File: src/rtl/bbp_defs.vh
/*
 * bbp_defs.vh - constants for the bit-bang parallel port.
 * assumes: included by bare name from rtl/ design files.
 */
`ifndef BBP_DEFS_VH
`define BBP_DEFS_VH

`define BBP_MODE_RESET 8'h00
`define BBP_MODE_ASYNC 8'h01
`define BBP_MODE_SYNC 8'h04
`define BBP_DIR_RESET 8'h00
`define BBP_PINS_RESET 8'h00
`define BBP_PIN_RESET_BIT 1'b0
`define BBP_BAUD_DIV_DEF 16'h0064
`define BBP_FIFO_DEPTH_DEF 32

`endif

File: src/rtl/bbp_fifo.v
/*
 * bbp_fifo.v - no logic of its own.
 * assumes: the bbp_fifo module is defined in bbp_port.v with the rest of the port.
 */

File: src/rtl/bbp_port.v
/*
 * bbp_port.v - eight-bit bit-bang parallel port, async and sync modes.
 * assumes: host side delivers bytes as same-clock valid/ready streams and setup
 * commands as same-clock strobes with no ready; pins are asynchronous and synchronised here.
 */
`include "bbp_defs.vh"
`timescale 1ns/1ps
`default_nettype none

module bbp_port #(
    parameter BAUD_DIV = `BBP_BAUD_DIV_DEF,
    parameter FIFO_DEPTH = `BBP_FIFO_DEPTH_DEF,
    parameter FIFO_AW = 5
) (
    input wire mclk_i, // 100 MHz clock
    input wire sys_rst_i, // async reset, high
    input wire setup_valid_i, // setup command strobe
    input wire [7:0] setup_mode_i, // bit-mode code
    input wire [7:0] setup_mask_i, // direction mask
    input wire [7:0] dn_data_i, // byte from host
    input wire dn_valid_i, // byte valid
    output wire dn_ready_o, // downstream buffer has room
    output reg [7:0] up_data_o, // sample to host
    output reg up_valid_o, // sample valid
    input wire up_ready_i, // host takes sample
    input wire [7:0] pin_in_i, // pin levels
    output reg [7:0] pin_out_o, // pin drive value
    output reg [7:0] pin_oe_o, // pin drive enable
    output reg pin_sample_strobe_n_o, // read strobe, low active
    output reg pin_update_strobe_n_o // write strobe, low active
);
    localparam ST_IDLE = 3'd0;
    localparam ST_SAMPLE = 3'd1;
    localparam ST_SEND = 3'd2;
    localparam ST_DRIVE = 3'd3;
    localparam ST_SETUP = 3'd4;
    localparam ST_WSTB = 3'd5;

    reg [7:0] pin_meta_r;
    reg [7:0] pin_sync_r;
    reg [7:0] mode_r;
    reg [2:0] state_r;
    reg [15:0] baud_cnt_r;
    reg baud_tick_r;
    reg [7:0] sample_r;
    reg [7:0] byte_r;
    reg up_push_r;
    reg async_wstb_r;

    wire [7:0] dnb_data;
    wire dnb_valid;
    reg dnb_pop;
    wire [7:0] upb_data;
    wire upb_valid;
    wire upb_ready;

    // one compare shape for every mode decode
    function mode_is;
        input [7:0] mode;
        input [7:0] code;
        begin
            mode_is = (mode == code);
        end
    endfunction

    wire mode_async = mode_is(mode_r, `BBP_MODE_ASYNC);
    wire mode_sync = mode_is(mode_r, `BBP_MODE_SYNC);

    bbp_fifo #(.WIDTH(8), .DEPTH(FIFO_DEPTH), .AW(FIFO_AW)) u_downstream_buffer (
        .mclk_i(mclk_i),
        .sys_rst_i(sys_rst_i),
        .in_data_i(dn_data_i),
        .in_valid_i(dn_valid_i),
        .in_ready_o(dn_ready_o),
        .out_data_o(dnb_data),
        .out_valid_o(dnb_valid),
        .out_ready_i(dnb_pop)
    );

    // upstream buffer drained through a registered output stage
    bbp_fifo #(.WIDTH(8), .DEPTH(FIFO_DEPTH), .AW(FIFO_AW)) u_upstream_buffer (
        .mclk_i(mclk_i),
        .sys_rst_i(sys_rst_i),
        .in_data_i(sample_r),
        .in_valid_i(up_push_r),
        .in_ready_o(upb_ready),
        .out_data_o(upb_data),
        .out_valid_o(upb_valid),
        .out_ready_i(upb_valid && (!up_valid_o || up_ready_i))
    );

    always @(posedge mclk_i or posedge sys_rst_i) begin
        if (sys_rst_i) begin
            up_data_o <= `BBP_PINS_RESET;
            up_valid_o <= 1'b0;
        end else if (!up_valid_o || up_ready_i) begin
            up_data_o <= upb_data;
            up_valid_o <= upb_valid;
        end
    end

    // two-stage synchroniser per pin; only pin_sync_r feeds logic
    // pins are independent, so no bus-wide coherence is promised
    genvar gi;
    generate
        for (gi = 0; gi < 8; gi = gi + 1) begin : g_pin_sync
            always @(posedge mclk_i or posedge sys_rst_i) begin
                if (sys_rst_i) begin
                    pin_meta_r[gi] <= `BBP_PIN_RESET_BIT;
                    pin_sync_r[gi] <= `BBP_PIN_RESET_BIT;
                end else begin
                    pin_meta_r[gi] <= pin_in_i[gi];
                    pin_sync_r[gi] <= pin_meta_r[gi];
                end
            end
        end
    endgenerate

    // mode and direction change only on a setup command
    always @(posedge mclk_i or posedge sys_rst_i) begin
        if (sys_rst_i) begin
            mode_r <= `BBP_MODE_RESET;
            pin_oe_o <= `BBP_DIR_RESET;
        end else if (setup_valid_i) begin
            mode_r <= setup_mode_i;
            pin_oe_o <= setup_mask_i;
        end
    end

    // baud generator free-runs; tick is one cycle wide
    always @(posedge mclk_i or posedge sys_rst_i) begin
        if (sys_rst_i) begin
            baud_cnt_r <= 16'h0000;
            baud_tick_r <= 1'b0;
        end else if (baud_cnt_r == BAUD_DIV[15:0] - 16'h0001) begin
            baud_cnt_r <= 16'h0000;
            baud_tick_r <= 1'b1;
        end else begin
            baud_cnt_r <= baud_cnt_r + 16'h0001;
            baud_tick_r <= 1'b0;
        end
    end

    always @* begin
        dnb_pop = 1'b0;
        if (mode_async && baud_tick_r && dnb_valid) begin
            dnb_pop = 1'b1;
        end else if (mode_sync && state_r == ST_IDLE && dnb_valid && upb_ready) begin
            dnb_pop = 1'b1;
        end
    end

    always @(posedge mclk_i or posedge sys_rst_i) begin
        if (sys_rst_i) begin
            state_r <= ST_IDLE;
            pin_out_o <= `BBP_PINS_RESET;
            pin_sample_strobe_n_o <= 1'b1;
            pin_update_strobe_n_o <= 1'b1;
            sample_r <= `BBP_PINS_RESET;
            byte_r <= `BBP_PINS_RESET;
            up_push_r <= 1'b0;
            async_wstb_r <= 1'b0;
        end else begin
            up_push_r <= 1'b0;
            async_wstb_r <= 1'b0;
            if (mode_async) begin
                state_r <= ST_IDLE;
                pin_sample_strobe_n_o <= !baud_tick_r;
                pin_update_strobe_n_o <= !async_wstb_r;
                if (baud_tick_r) begin
                    sample_r <= pin_sync_r;
                    up_push_r <= upb_ready; // free-running samples drop when full
                end
                if (dnb_pop) begin
                    pin_out_o <= dnb_data;
                    async_wstb_r <= 1'b1;
                end
            end else if (mode_sync) begin
                case (state_r)
                    ST_IDLE: begin
                        pin_sample_strobe_n_o <= 1'b0;
                        pin_update_strobe_n_o <= 1'b1;
                        if (dnb_pop) begin
                            byte_r <= dnb_data;
                            sample_r <= pin_sync_r;
                            state_r <= ST_SAMPLE;
                        end
                    end
                    ST_SAMPLE: begin
                        pin_sample_strobe_n_o <= 1'b1;
                        up_push_r <= 1'b1;
                        state_r <= ST_SEND;
                    end
                    ST_SEND: begin
                        pin_sample_strobe_n_o <= 1'b0;
                        pin_out_o <= byte_r;
                        state_r <= ST_DRIVE;
                    end
                    ST_DRIVE: begin
                        state_r <= ST_SETUP;
                    end
                    ST_SETUP: begin
                        pin_update_strobe_n_o <= 1'b0;
                        state_r <= ST_WSTB;
                    end
                    ST_WSTB: begin
                        pin_update_strobe_n_o <= 1'b1;
                        state_r <= ST_IDLE;
                    end
                    default: begin
                        state_r <= ST_IDLE;
                    end
                endcase
            end else begin
                // other modes leave the pins parked
                state_r <= ST_IDLE;
                pin_sample_strobe_n_o <= 1'b1;
                pin_update_strobe_n_o <= 1'b1;
            end
        end
    end
endmodule // bbp_port

// synchronous valid/ready fifo; depth must be a power of two
module bbp_fifo #(
    parameter WIDTH = 8,
    parameter DEPTH = 32,
    parameter AW = 5
) (
    input wire mclk_i, // clock
    input wire sys_rst_i, // async reset, high
    input wire [WIDTH-1:0] in_data_i, // write data
    input wire in_valid_i, // write request
    output wire in_ready_o, // not full, registered
    output wire [WIDTH-1:0] out_data_o, // head word
    output wire out_valid_o, // not empty
    input wire out_ready_i // pop
);
    reg [WIDTH-1:0] mem [0:DEPTH-1];
    reg [AW:0] wr_ptr_r;
    reg [AW:0] rd_ptr_r;
    reg in_ready_r;
    wire empty = (wr_ptr_r == rd_ptr_r);
    wire full = (wr_ptr_r[AW-1:0] == rd_ptr_r[AW-1:0]) && (wr_ptr_r[AW] != rd_ptr_r[AW]);
    wire push = in_valid_i && !full;
    wire pop = out_ready_i && !empty;
    wire [AW:0] wr_ptr_nxt = wr_ptr_r + {{AW{1'b0}}, push};
    wire [AW:0] rd_ptr_nxt = rd_ptr_r + {{AW{1'b0}}, pop};
    // ready from a flop keeps the pointer compare off the host's path
    wire full_nxt = (wr_ptr_nxt[AW-1:0] == rd_ptr_nxt[AW-1:0]) &&
        (wr_ptr_nxt[AW] != rd_ptr_nxt[AW]);

    assign in_ready_o = in_ready_r;
    assign out_valid_o = !empty;
    assign out_data_o = mem[rd_ptr_r[AW-1:0]];

    always @(posedge mclk_i) begin
        if (push) begin
            mem[wr_ptr_r[AW-1:0]] <= in_data_i;
        end
    end

    always @(posedge mclk_i or posedge sys_rst_i) begin
        if (sys_rst_i) begin
            wr_ptr_r <= {(AW+1){1'b0}};
            rd_ptr_r <= {(AW+1){1'b0}};
            in_ready_r <= 1'b1;
        end else begin
            wr_ptr_r <= wr_ptr_nxt;
            rd_ptr_r <= rd_ptr_nxt;
            in_ready_r <= !full_nxt;
        end
    end
endmodule // bbp_fifo

`default_nettype wire

File: config.mk
export PLATFORM = sky130hd
export DESIGN_NAME = bbp_port
export DESIGN_NICKNAME = d
export VERILOG_FILES = /design/src/rtl/bbp_fifo.v /design/src/rtl/bbp_port.v
export VERILOG_INCLUDE_DIRS = /design/src /design/src/rtl
export SDC_FILE = /design/constraint.sdc
export NUM_CORES = 1
export LEC_CHECK = 0
export BUFFER_PORTS_ARGS = -buffer_cell sky130_fd_sc_hd__buf_2
export CAP_MARGIN = 20
export CORE_UTILIZATION = 52
export DETAILED_ROUTE_END_ITERATION = 10
export HOLD_SLACK_MARGIN = 0.03
export PLACE_DENSITY = 0.82
export SYNTH_ARGS = -nofsm -noshare
export SYNTH_HDL_FRONTEND = slang
export SYNTH_SLANG_ARGS = --single-unit
File: constraint.sdc
create_clock -name mclk_i -period 3.6 [get_ports mclk_i]
set_input_delay 0.72 -clock mclk_i [delete_from_list [all_inputs] [get_ports mclk_i]]
set_output_delay 0.72 -clock mclk_i [all_outputs]
set_load 0.05 [all_outputs]
-- Yosys cells after proc, flatten, opt, wreduce, memory -nomap -nowiden
Memory sizes are Yosys's and may differ from the RTL's. A register that Yosys moved wholly into a read port is not among the register bits.
Index checks and enable logic that the tools add are counted.
Widths: inputs -> output; s select.
- bitwise gates (word level): 1
- reduce and logical (&&, ||, !) cells: 34
- equality and inequality tests: 23
- multiplexer cells: 33
- add/sub/neg operators: 5
- operator list (kind ; number):
    $mux 8 ; 9
    $add 6x1->6 ; 4
    $eq 5x5->1 ; 4
    $mux 1 ; 17
    $add 16x1->16 const B ; 1
    $eq 16x7->1 const B ; 1
    $mux 16 ; 1
    $pmux 3 s5 ; 1
    $logic_and 1x1->1 ; 14
    $eq 6x6->1 ; 2
    $ne 4x3->1 const B ; 3
    $logic_not 1->1 ; 9
    $mux 3 ; 3
    $eq 8x1->1 const B ; 1
    $eq 8x3->1 const B ; 1
    $reduce_and 4->1 ; 2
    $reduce_bool 2->1 ; 4
    $eq 3x2->1 const B ; 2
    $eq 3x3->1 const B ; 2
    $ne 1x1->1 ; 4
    $pmux 1 s2 ; 2
    $reduce_or 2->1 ; 2
    $eq 3x1->1 const B ; 1
    $logic_not 3->1 ; 1
    other kinds (5) ; 5
- bits in writable memories: 512
- bits of input ports: 37
- memories: 2
- output and inout bits: 28
- bits in registers: 107
- logic and storage cells: 133
- memory list (name ; depth ; width ; read ports ; clocked after memory_dff ; wr ports ; line ; RTL):
    u_downstream_buffer.mem ; 32 ; 8 ; 1 ; 0 ; 1 ; bbp_port.v:239 ; reg [WIDTH-1:0] mem [0:DEPTH-1];
    u_upstream_buffer.mem ; 32 ; 8 ; 1 ; 1 ; 1 ; bbp_port.v:239 ;

-- Logic depth before layout (Yosys ltp)
Gate-level depths: netlist of the first run.
- depth after elaboration: 11
- gate-level depth with buffers: 12
- depth with buffers taken out: 11

-- Modules after synthesis
A second synthesis of the first run with hierarchy kept.
- cell total of the unflattened synthesis: 1325
- area total of the unflattened synthesis: 25032.8 µm²
- modules (own cells, without submodules) (module ; times used ; cells an instance ; seq. area each (µm²) ; area each (µm²)):
    bbp_fifo at u_downstream_buffer ; 1 ; 610 ; 8013.9 ; 10928.0
    bbp_fifo at u_upstream_buffer ; 1 ; 474 ; 8013.9 ; 10578.9
    bbp_port ; 1 ; 241 ; 2229.6 ; 3525.9

-- Worst setup path before layout of the first run
OpenSTA, ideal clock, no wires.
- path type: register to register
- start point: register mode_r[5]
- end point: register u_downstream_buffer.in_ready_r (netlist: u_downstream_buffer.in_ready_o)
- clock period less this slack: 2.681 ns
- data arrival time: 2.593 ns
- path buffers: 0
- setup time: 0.088 ns
- setup slack: 0.919 ns
- required time: 3.512 ns
- stages on the path, launching flop included: 11
- cells stage by stage: dfrtp_1 > or4_4 > nor4b_4 > nand3_1 > a21oi_1 > ha_1 > nand2_1 > xnor2_1 > or2_2 > a211oi_1 > nand3_1
- longest elaborated chain between the ends: 11
- elaborated cells on any way between the ends: 15
- those cells by class: 1 x add/sub; 4 x eq/ne; 2 x mux; 8 x reduce/logical
- RTL lines (item ; line ; RTL):
    start, declared ; bbp_port.v:41 ; reg [7:0] mode_r;
    start signal, assigned ; bbp_port.v:122 ; mode_r <= `BBP_MODE_RESET;
    start signal, assigned ; bbp_port.v:125 ; mode_r <= setup_mode_i;
    $eq 8x3->1 ; bbp_port.v:62 ; mode_is = (mode == code);
    $logic_and 1x1->1 (3 in series) ; bbp_port.v:148 ; end else if (mode_sync && state_r == ST_IDLE && dnb_valid && upb_ready) begin
    $mux 1 ; bbp_port.v:148 ;
    $mux 1 * ; bbp_port.v:146 ; if (mode_async && baud_tick_r && dnb_valid) begin
    $logic_and 1x1->1 * ; bbp_port.v:246 ; wire pop = out_ready_i && !empty;
    $add 6x1->6 * ; bbp_port.v:248 ; wire [AW:0] rd_ptr_nxt = rd_ptr_r + {{AW{1'b0}}, pop};
    named net u_downstream_buffer.rd_ptr_nxt[2] ; bbp_port.v:248 ;
    $eq 5x5->1 * ; bbp_port.v:250 ; wire full_nxt = (wr_ptr_nxt[AW-1:0] == rd_ptr_nxt[AW-1:0]) &&
    $logic_and 1x1->1 * ; bbp_port.v:250 ;
    $logic_not 1->1 * ; bbp_port.v:271 ; in_ready_r <= !full_nxt;
    end signal, assigned ; bbp_port.v:271 ;
    end, declared ; bbp_port.v:242 ; reg in_ready_r;
The timed path passes the listed nets; every way through them passes the cells marked *.
A chain may end at the register's enable or synchronous reset.

-- Worst setup path in the final report of the first run
- start point: register mode_r[4]
- end point: register u_downstream_buffer.in_ready_r (netlist: u_downstream_buffer.in_ready_o)
The elaborated chain is that of the path after synthesis.

==> metrics.md, run 1 <==
| Metric | Value |
|---|---|
| Worst slew pin tran | 1.14 ns |
| Area used by multi-input combinational logic | 6110 sq um |
| Initial drt markers | 1458 |
| Final antenna-violating net count | 0 |
| Critical Path Start | mode_r[4] |
| Tightest Hold Check Type | in2async |
| Drt total wl | 50.6 mm |
| Ratio of cells with drive above 1 in the final layout | 24.5% |
| Critical path depth in cells | 10 |
| Final Cell Area | 27900 sq um |
| Vias/cell | 6.09 |
| H-tree Lvls | 2 |
| Simple-Gate Fraction of Synth Area | 5.84% |
| Yosys warns | 0 |
| Peak VDD IR | 475 uV |
| Drc violations | 2 |
| CP max FO | 8 |
| Detailed placer's ending HPWL | 30.6 mm |
| Slowest stage cell, crit path | or4_4 |
| Total Neg Setup Slack | 0 ns |
| GPL Wtd Cong | 0.842 |
| Register area | 18300 sq um |
| Number of buffers created by CTS | 60 |
| Rel. slew slack | 23.9% |
| Post-CTS Setup Repair Bufs | 0 |
| Pins over their slew limit | 0 |
| CTS root buffer | clkbuf_16 |
| CTS tree | done |
| Mux contribution to synthesized area | 13.1% |
| Placed Area | 25900 sq um |
| Reg2reg start | mode_r[4] |
| Worst setup path endpoint | u_downstream_buffer.in_ready_o |
| WP buf/inv | 0 |
| Area delta synth->final | 13.0% |
| Ys flop type | edfxtp_1 |
| Top-Level Pins | 65 |
| Core Box Area | 46800 sq um |
| Leak Pwr | 10.1 nW |
| Chip width | 220 um |
| Fillcell total | 3229 |
| Critical-path cell list | or4_4, nor4b_4, nand3_1, a21oi_1, ha_1, nand2_1, xnor2_1, or2_2, a211oi_1, nand3_1 |
| WS Path Type | reg2reg |
| Period utilisation layout | 84.8% |
| Overflow left after global routing | 0 |
| Largest net degree at the start of global routing | 98 |
| R2R Path End | u_downstream_buffer.in_ready_o |
| Endpoints failing setup | 0 |
| Starting density of the core | 52.9% |
| Post-synth EDFFs | 512 |
| RSZ-0062 raised after global routing | no |
| Most frequent CP cell | nand3_1 |
| Status | complete, but fails checks |
| R2R cell count | 10 |
| Clk pin slew, worst setup/hold paths | 0.06 ns |
| Pre-Repair DR Iteration Count | 9 |
| Max_cap viols | 0 |
| Antenna Diode Count | 0 |
| Vias | 13.0k |
| Crit path max-delay family | simple AND/OR/NAND/NOR gates |
| Critical Path RT | 4.10 ns |
| Syn avg cell area | 18.1 sq um |
| Mapped Cells | 1367 |
| First-pass GRT wire length | 76.7 mm |
| Post-Syn Nets | 1413 |
| Max Buffers Root-to-Sink | 3 |
| CTS Sinks | 627 |
| WP data arrival | 3.55 ns |
| Vias in the first global route | 13.0k |
| Die ar. | 48400 sq um |
| CP max stage delay | 0.56 ns |
| Die Y-Extent | 220 um |
| Wire length per cell | 23.8 um |
| Synth unique cells | 55 |
| Max Clk Rate | 327 MHz |
| Adder-cell share of the synthesized area | 0.455% |
| Flop2flop setup slack | 0.55 ns |
| Synth Area in Compound Gates | 3.35% |
| CP Capture Type | flop |
| Sequential area share after synthesis | 73.8% |
| Failing checks | design-rule violations |
| Power Total | 17.6 mW |
| PwrDens | 630 nW/um^2 |
| Startpoint Class | flop |
| Clock Skews | 0.0453 ns |
| PortBufs | 64 |
| Antenna violations before repair | 0 |
| Post-route minimum period | 3.05 ns |
| Fin nets | 1520 |
| GRT Overall Usage | 21.1% |
| Main combinational cell family by area after synthesis | multiplexers |
| Hold buffers post-CTS | 0 |
| FFs w/ async S/R, synth | 18.3% |
| Worst-Skew Late Latency | 0.63 ns |
| Mapped Area | 24700 sq um |
| Row cnt | 79 |
| Final Hold Fails | 0 |
| Post-Synth XOR/XNOR Area | 1.95% |
| Yosys reg bits | 627 |
| # resized after CTS | 0 |
worst min path at each step:
stage          slack [ns]             to           from
2_1_floorplan        0.33  pin_sync_r[0]  pin_meta_r[0]
3_3_place_gp         0.33  pin_sync_r[2]  pin_meta_r[2]
3_5_place_dp         0.34  pin_sync_r[4]  pin_meta_r[4]
4_1_cts              0.09  pin_meta_r[0]      sys_rst_i
5_1_grt              0.12  pin_meta_r[5]      sys_rst_i
6_report             0.12  pin_meta_r[0]      sys_rst_i
metrics by stage:
step	std cells	utilization [%]	hold slack, ns	worst slack (ns)
CTS	2123	59.5	0.0918	0.530
finish	2128	59.8	0.117	0.546
global route	2128	59.8	0.125	0.333
floorplan	1367	-	0.331	0.919
global placement	2014	55.4	0.335	0.636
detailed placement	2014	55.4	0.336	0.555
placed cells by master (no fill, tap or decap), types with 8 or more instances in the layout:
master       n
buf_4       47
a21oi_1     12
xnor2_1     32
nand3_1     43
nor2_1     114
nand3b_1    10
clkinv_1    13
o221ai_1     8
nor3_1      20
a211oi_1    21
mux2_2      46
inv_1        9
mux2i_1     35
nand2_1     41
clkbuf_1    14
edfxtp_1   512
a22o_1       8
dfrtp_1    107
nor2b_1     25
buf_2       64
clkinv_2     9
a31oi_1     15
mux4_2     105
clkbuf_16   62
xor2_1      23
ha_1         9
o21ai_0     11
nor4_1       8
layout make-up:
class / instances / area share, %
tap: 607 / 2.72
sequential: 627 / 65.4
multi-input combinational: 657 / 21.9
clock buffer: 76 / 5.74
clock inverter: 33 / 1.16
inverter: 10 / 0.148
timing repair buffer: 118 / 3.00
power breakdown:
part           internal (mW)  total (mW)  switching [mW]
clock network           3.57        6.19            2.62
registers               8.18        8.38           0.207
logic                   1.18        3.05            1.86
total                   12.9        17.6            4.69
synth_stat cells, types with 4 or more instances:
library cell	n	area [sq um]
mux4_2	105	2360
a221oi_1	7	61.3
a22o_1	8	70.1
buf_4	4	30.0
and3_1	6	37.5
dfstp_2	4	105
nor4_1	8	50.1
edfxtp_1	512	15400
a21oi_1	12	60.1
o211ai_1	6	45.0
dfrtp_1	111	2780
a31oi_1	15	93.8
nor2_1	114	428
inv_1	10	37.5
nand2b_1	5	31.3
mux2_2	46	518
xnor2_1	32	280
o221ai_1	8	70.1
mux2i_1	35	350
a22oi_1	7	52.6
nand2_1	41	154
nand3b_1	10	75.1
ha_1	9	113
nor2b_1	25	156
buf_2	30	150
nor3_1	20	100
nand3_1	43	215
a211oi_1	21	158
buf_1	11	41.3
a211o_1	7	61.3
xor2_1	23	201
o21ai_0	11	55.1
or3b_2	5	43.8
clkbuf_1	26	97.6
worst reg2reg max path: stages, from the launching register on:
cell and delay (ns):
dfrtp_1 0.38, or4_4 0.56, nor4b_4 0.42, nand3_1 0.13
a21oi_1 0.27, ha_1 0.25, nand2_1 0.08, xnor2_1 0.18
or2_2 0.31, a211oi_1 0.25, nand3_1 0.11
state kept, by name (all words and copies together) (netlist names), 3 cells and up:
register,flops
pin_out_o,8
u_downstream_buffer.rd_ptr_r,6
u_upstream_buffer.mem,256
pin_meta_r,8
sample_r,8
baud_cnt_r,16
u_downstream_buffer.mem,256
byte_r,8
pin_oe_o,8
u_upstream_buffer.wr_ptr_r,6
mode_r,8
up_data_o,8
state_r,3
u_downstream_buffer.wr_ptr_r,6
pin_sync_r,8
u_upstream_buffer.rd_ptr_r,6
metal layers:
layer	up-vias	part of all wire, %	GRT usage (%)
met5	-	0	0
met4	0	2.9	6.97
met3	102	7.3	3.13
met2	577	51	35.3
met1	6678	39	28.7
li1	5593	-	-
logic make-up after synthesis:
family | count (synthesis)
and+or+nand+nor | 294
xor gates and xnor gates | 55
AOI/OAI and AO/OA | 113
buffers and inverters | 83
DFF | 627
adders and majority gates | 9
muxes | 186
Power figures use the tool's default switching activity.
==> inputs of run 2 (changes only) <==
==> constraint.sdc (replaced) <==
create_clock -name mclk_i -period 2.8 [get_ports mclk_i]
set_input_delay 0.56 -clock mclk_i [delete_from_list [all_inputs] [get_ports mclk_i]]
set_output_delay 0.56 -clock mclk_i [all_outputs]
set_load 0.05 [all_outputs]
==> run 2 against run 1 <==
Net effect: the flow still finishes with violations (design-rule violations); critical endpoint unchanged; core utilization rose by 0.55 points; non-clock buffer count up 28; largest cell class unchanged; register-to-register slack got worse by 0.43 ns; sequential cell count did not move; power rose by 29%; worst hold slack worse by 0.058 ns; cell count increased by 1.3%; final area rose by 0.92%.
==> metrics.md, run 2 (synthesis results as in run 1) <==
| Metric | Value |
|---|---|
| Status | complete, but fails checks |
| Failing checks | design-rule violations |
| Vias in the first global route | 13.4k |
| Area used by multi-input combinational logic | 6130 sq um |
| Placed Area | 26100 sq um |
| CP Capture Type | flop |
| Leak Pwr | 10.2 nW |
| Antenna violations before repair | 0 |
| Dpl cells | 2038 |
| PwrDens | 808 nW/um^2 |
| Rel. slew slack | 25.8% |
| Vias/cell | 6.11 |
| Most common cell after layout, fill and taps aside | edfxtp_1 |
| Clk pin slew, worst setup/hold paths | 0.06 ns |
| Non-Filler Instances | 2156 |
| Max Buffers Root-to-Sink | 3 |
| Core Box Area | 46800 sq um |
| Starting density of the core | 52.9% |
| Critical-path cell list | or4_4, nor4b_4, nand3_1, a21oi_2, ha_1, nand2_1, xnor2_1, or2_2, a211oi_2, nand3_1 |
| Final Hold Fails | 0 |
| Pins over their slew limit | 0 |
| Critical Path RT | 3.33 ns |
| CP max stage delay | 0.56 ns |
| WS Path Type | reg2reg |
| Endpoints failing setup | 0 |
| Post-CTS Setup Repair Bufs | 0 |
| Peak VDD IR | 581 uV |
| Slowest stage cell, crit path | or4_4 |
| Number of buffers created by CTS | 59 |
| Period utilisation layout | 95.7% |
| Drc violations | 2 |
| Most frequent cells in the layout | 512 x edfxtp_1, 113 x nor2_1, 107 x dfrtp_1, 105 x mux4_2, 68 x buf_4 |
| Initial drt markers | 1402 |
| Top-Level Pins | 65 |
| Final Cell Area | 28200 sq um |
| WP data arrival | 3.21 ns |
| CTS tree | done |
| Pre-Repair DR Iteration Count | 10 |
| Final antenna-violating net count | 0 |
| Post-route minimum period | 2.68 ns |
| WP buf/inv | 0 |
| Ratio of cells with drive above 1 in the final layout | 25.9% |
| Overflow left after global routing | 0 |
| CTS root buffer | clkbuf_16 |
| Die ar. | 48400 sq um |
| Max_cap viols | 0 |
| Fillcell total | 3192 |
| CTS Sinks | 627 |
| Detailed placer's ending HPWL | 31.1 mm |
| Largest net degree at the start of global routing | 78 |
| Row cnt | 79 |
| Antenna Diode Count | 0 |
| Worst-Skew Late Latency | 0.62 ns |
| Register area | 18300 sq um |
| PortBufs | 64 |
| CP max FO | 3 |
| Chip width | 220 um |
| First-pass GRT wire length | 78.5 mm |
| H-tree Lvls | 2 |
| Area delta synth->final | 14.0% |
| GPL Wtd Cong | 0.814 |
| Crit path max-delay family | simple AND/OR/NAND/NOR gates |
| Clock Skews | 0.0185 ns |
| RSZ-0062 raised after global routing | yes |
| Fin nets | 1547 |
| Max Clk Rate | 373 MHz |
| Wire length per cell | 24.2 um |
| Most frequent CP cell | nand3_1 |
| Worst slew pin tran | 1.11 ns |
| Vias | 13.2k |
| GRT Overall Usage | 21.7% |
| Startpoint Class | flop |
| Drt total wl | 52.2 mm |
| Tightest Hold Check Type | in2reg |
| Die Y-Extent | 220 um |
-- run 2: what timing repair did --
item | in CTS | in global routing
endpoints found under the hold margin | 20 | 0
hold buffers | 4 | 0
cloned | 0 | 0
gates resized for setup | 1 | 4
setup endpoints to repair | 1 | 10
-- run 2: through the flow --
stage | hold slack (ns) | utilization, % | setup TNS (ns) | setup slack (ns) | power [mW]
after detailed placement | 0.335 | 55.9 | 0 | 0.0118 | 15.0
after global routing | 0.0352 | 60.3 | -0.104 | -0.104 | 23.5
after floorplan | 0.331 | - | 0 | 0.119 | 13.9
after global placement | 0.332 | 55.9 | 0 | 0.0522 | 14.9
final | 0.0597 | 60.3 | 0 | 0.120 | 22.8
after CTS | 0.0324 | 60.0 | 0 | 0.0659 | 22.9
-- run 2: final cells by class --
class / instances / area share, %
timing repair buffer: 146 / 3.90
inverter: 10 / 0.146
clock buffer: 85 / 5.80
clock inverter: 24 / 0.936
multi-input combinational: 657 / 21.7
sequential: 627 / 64.8
tap: 607 / 2.69
-- run 2: final timing paths --
path / cells after the start / from / to / slack, ns
max: 10 / mode_r[4] / u_downstream_buffer.in_ready_o / 0.12
min: 1 / pin_in_i[0] / pin_meta_r[0] / 0.06
max reg2reg: 10 / mode_r[4] / u_downstream_buffer.in_ready_o / 0.12
min reg2reg: 0 / pin_meta_r[6] / pin_sync_r[6] / 0.34
max in group asynchronous: 4 / sys_rst_i / u_upstream_buffer.rd_ptr_r[0] / 1.51
min in group asynchronous: 3 / sys_rst_i / pin_meta_r[3] / 0.51
-- run 2: layer usage --
layer	vias up	wire, um	global-route usage [%]
met4	0	1770	8.48
met5	-	0	0
li1	5652	-	-
met3	121	3520	4.03
met2	601	27100	37.0
met1	6798	19800	27.6
-- run 2: power breakdown --
group / switching, mW / internal [mW]
Sequential: 0.215 / 10.5
Combinational: 2.55 / 1.61
Clock: 3.37 / 4.52
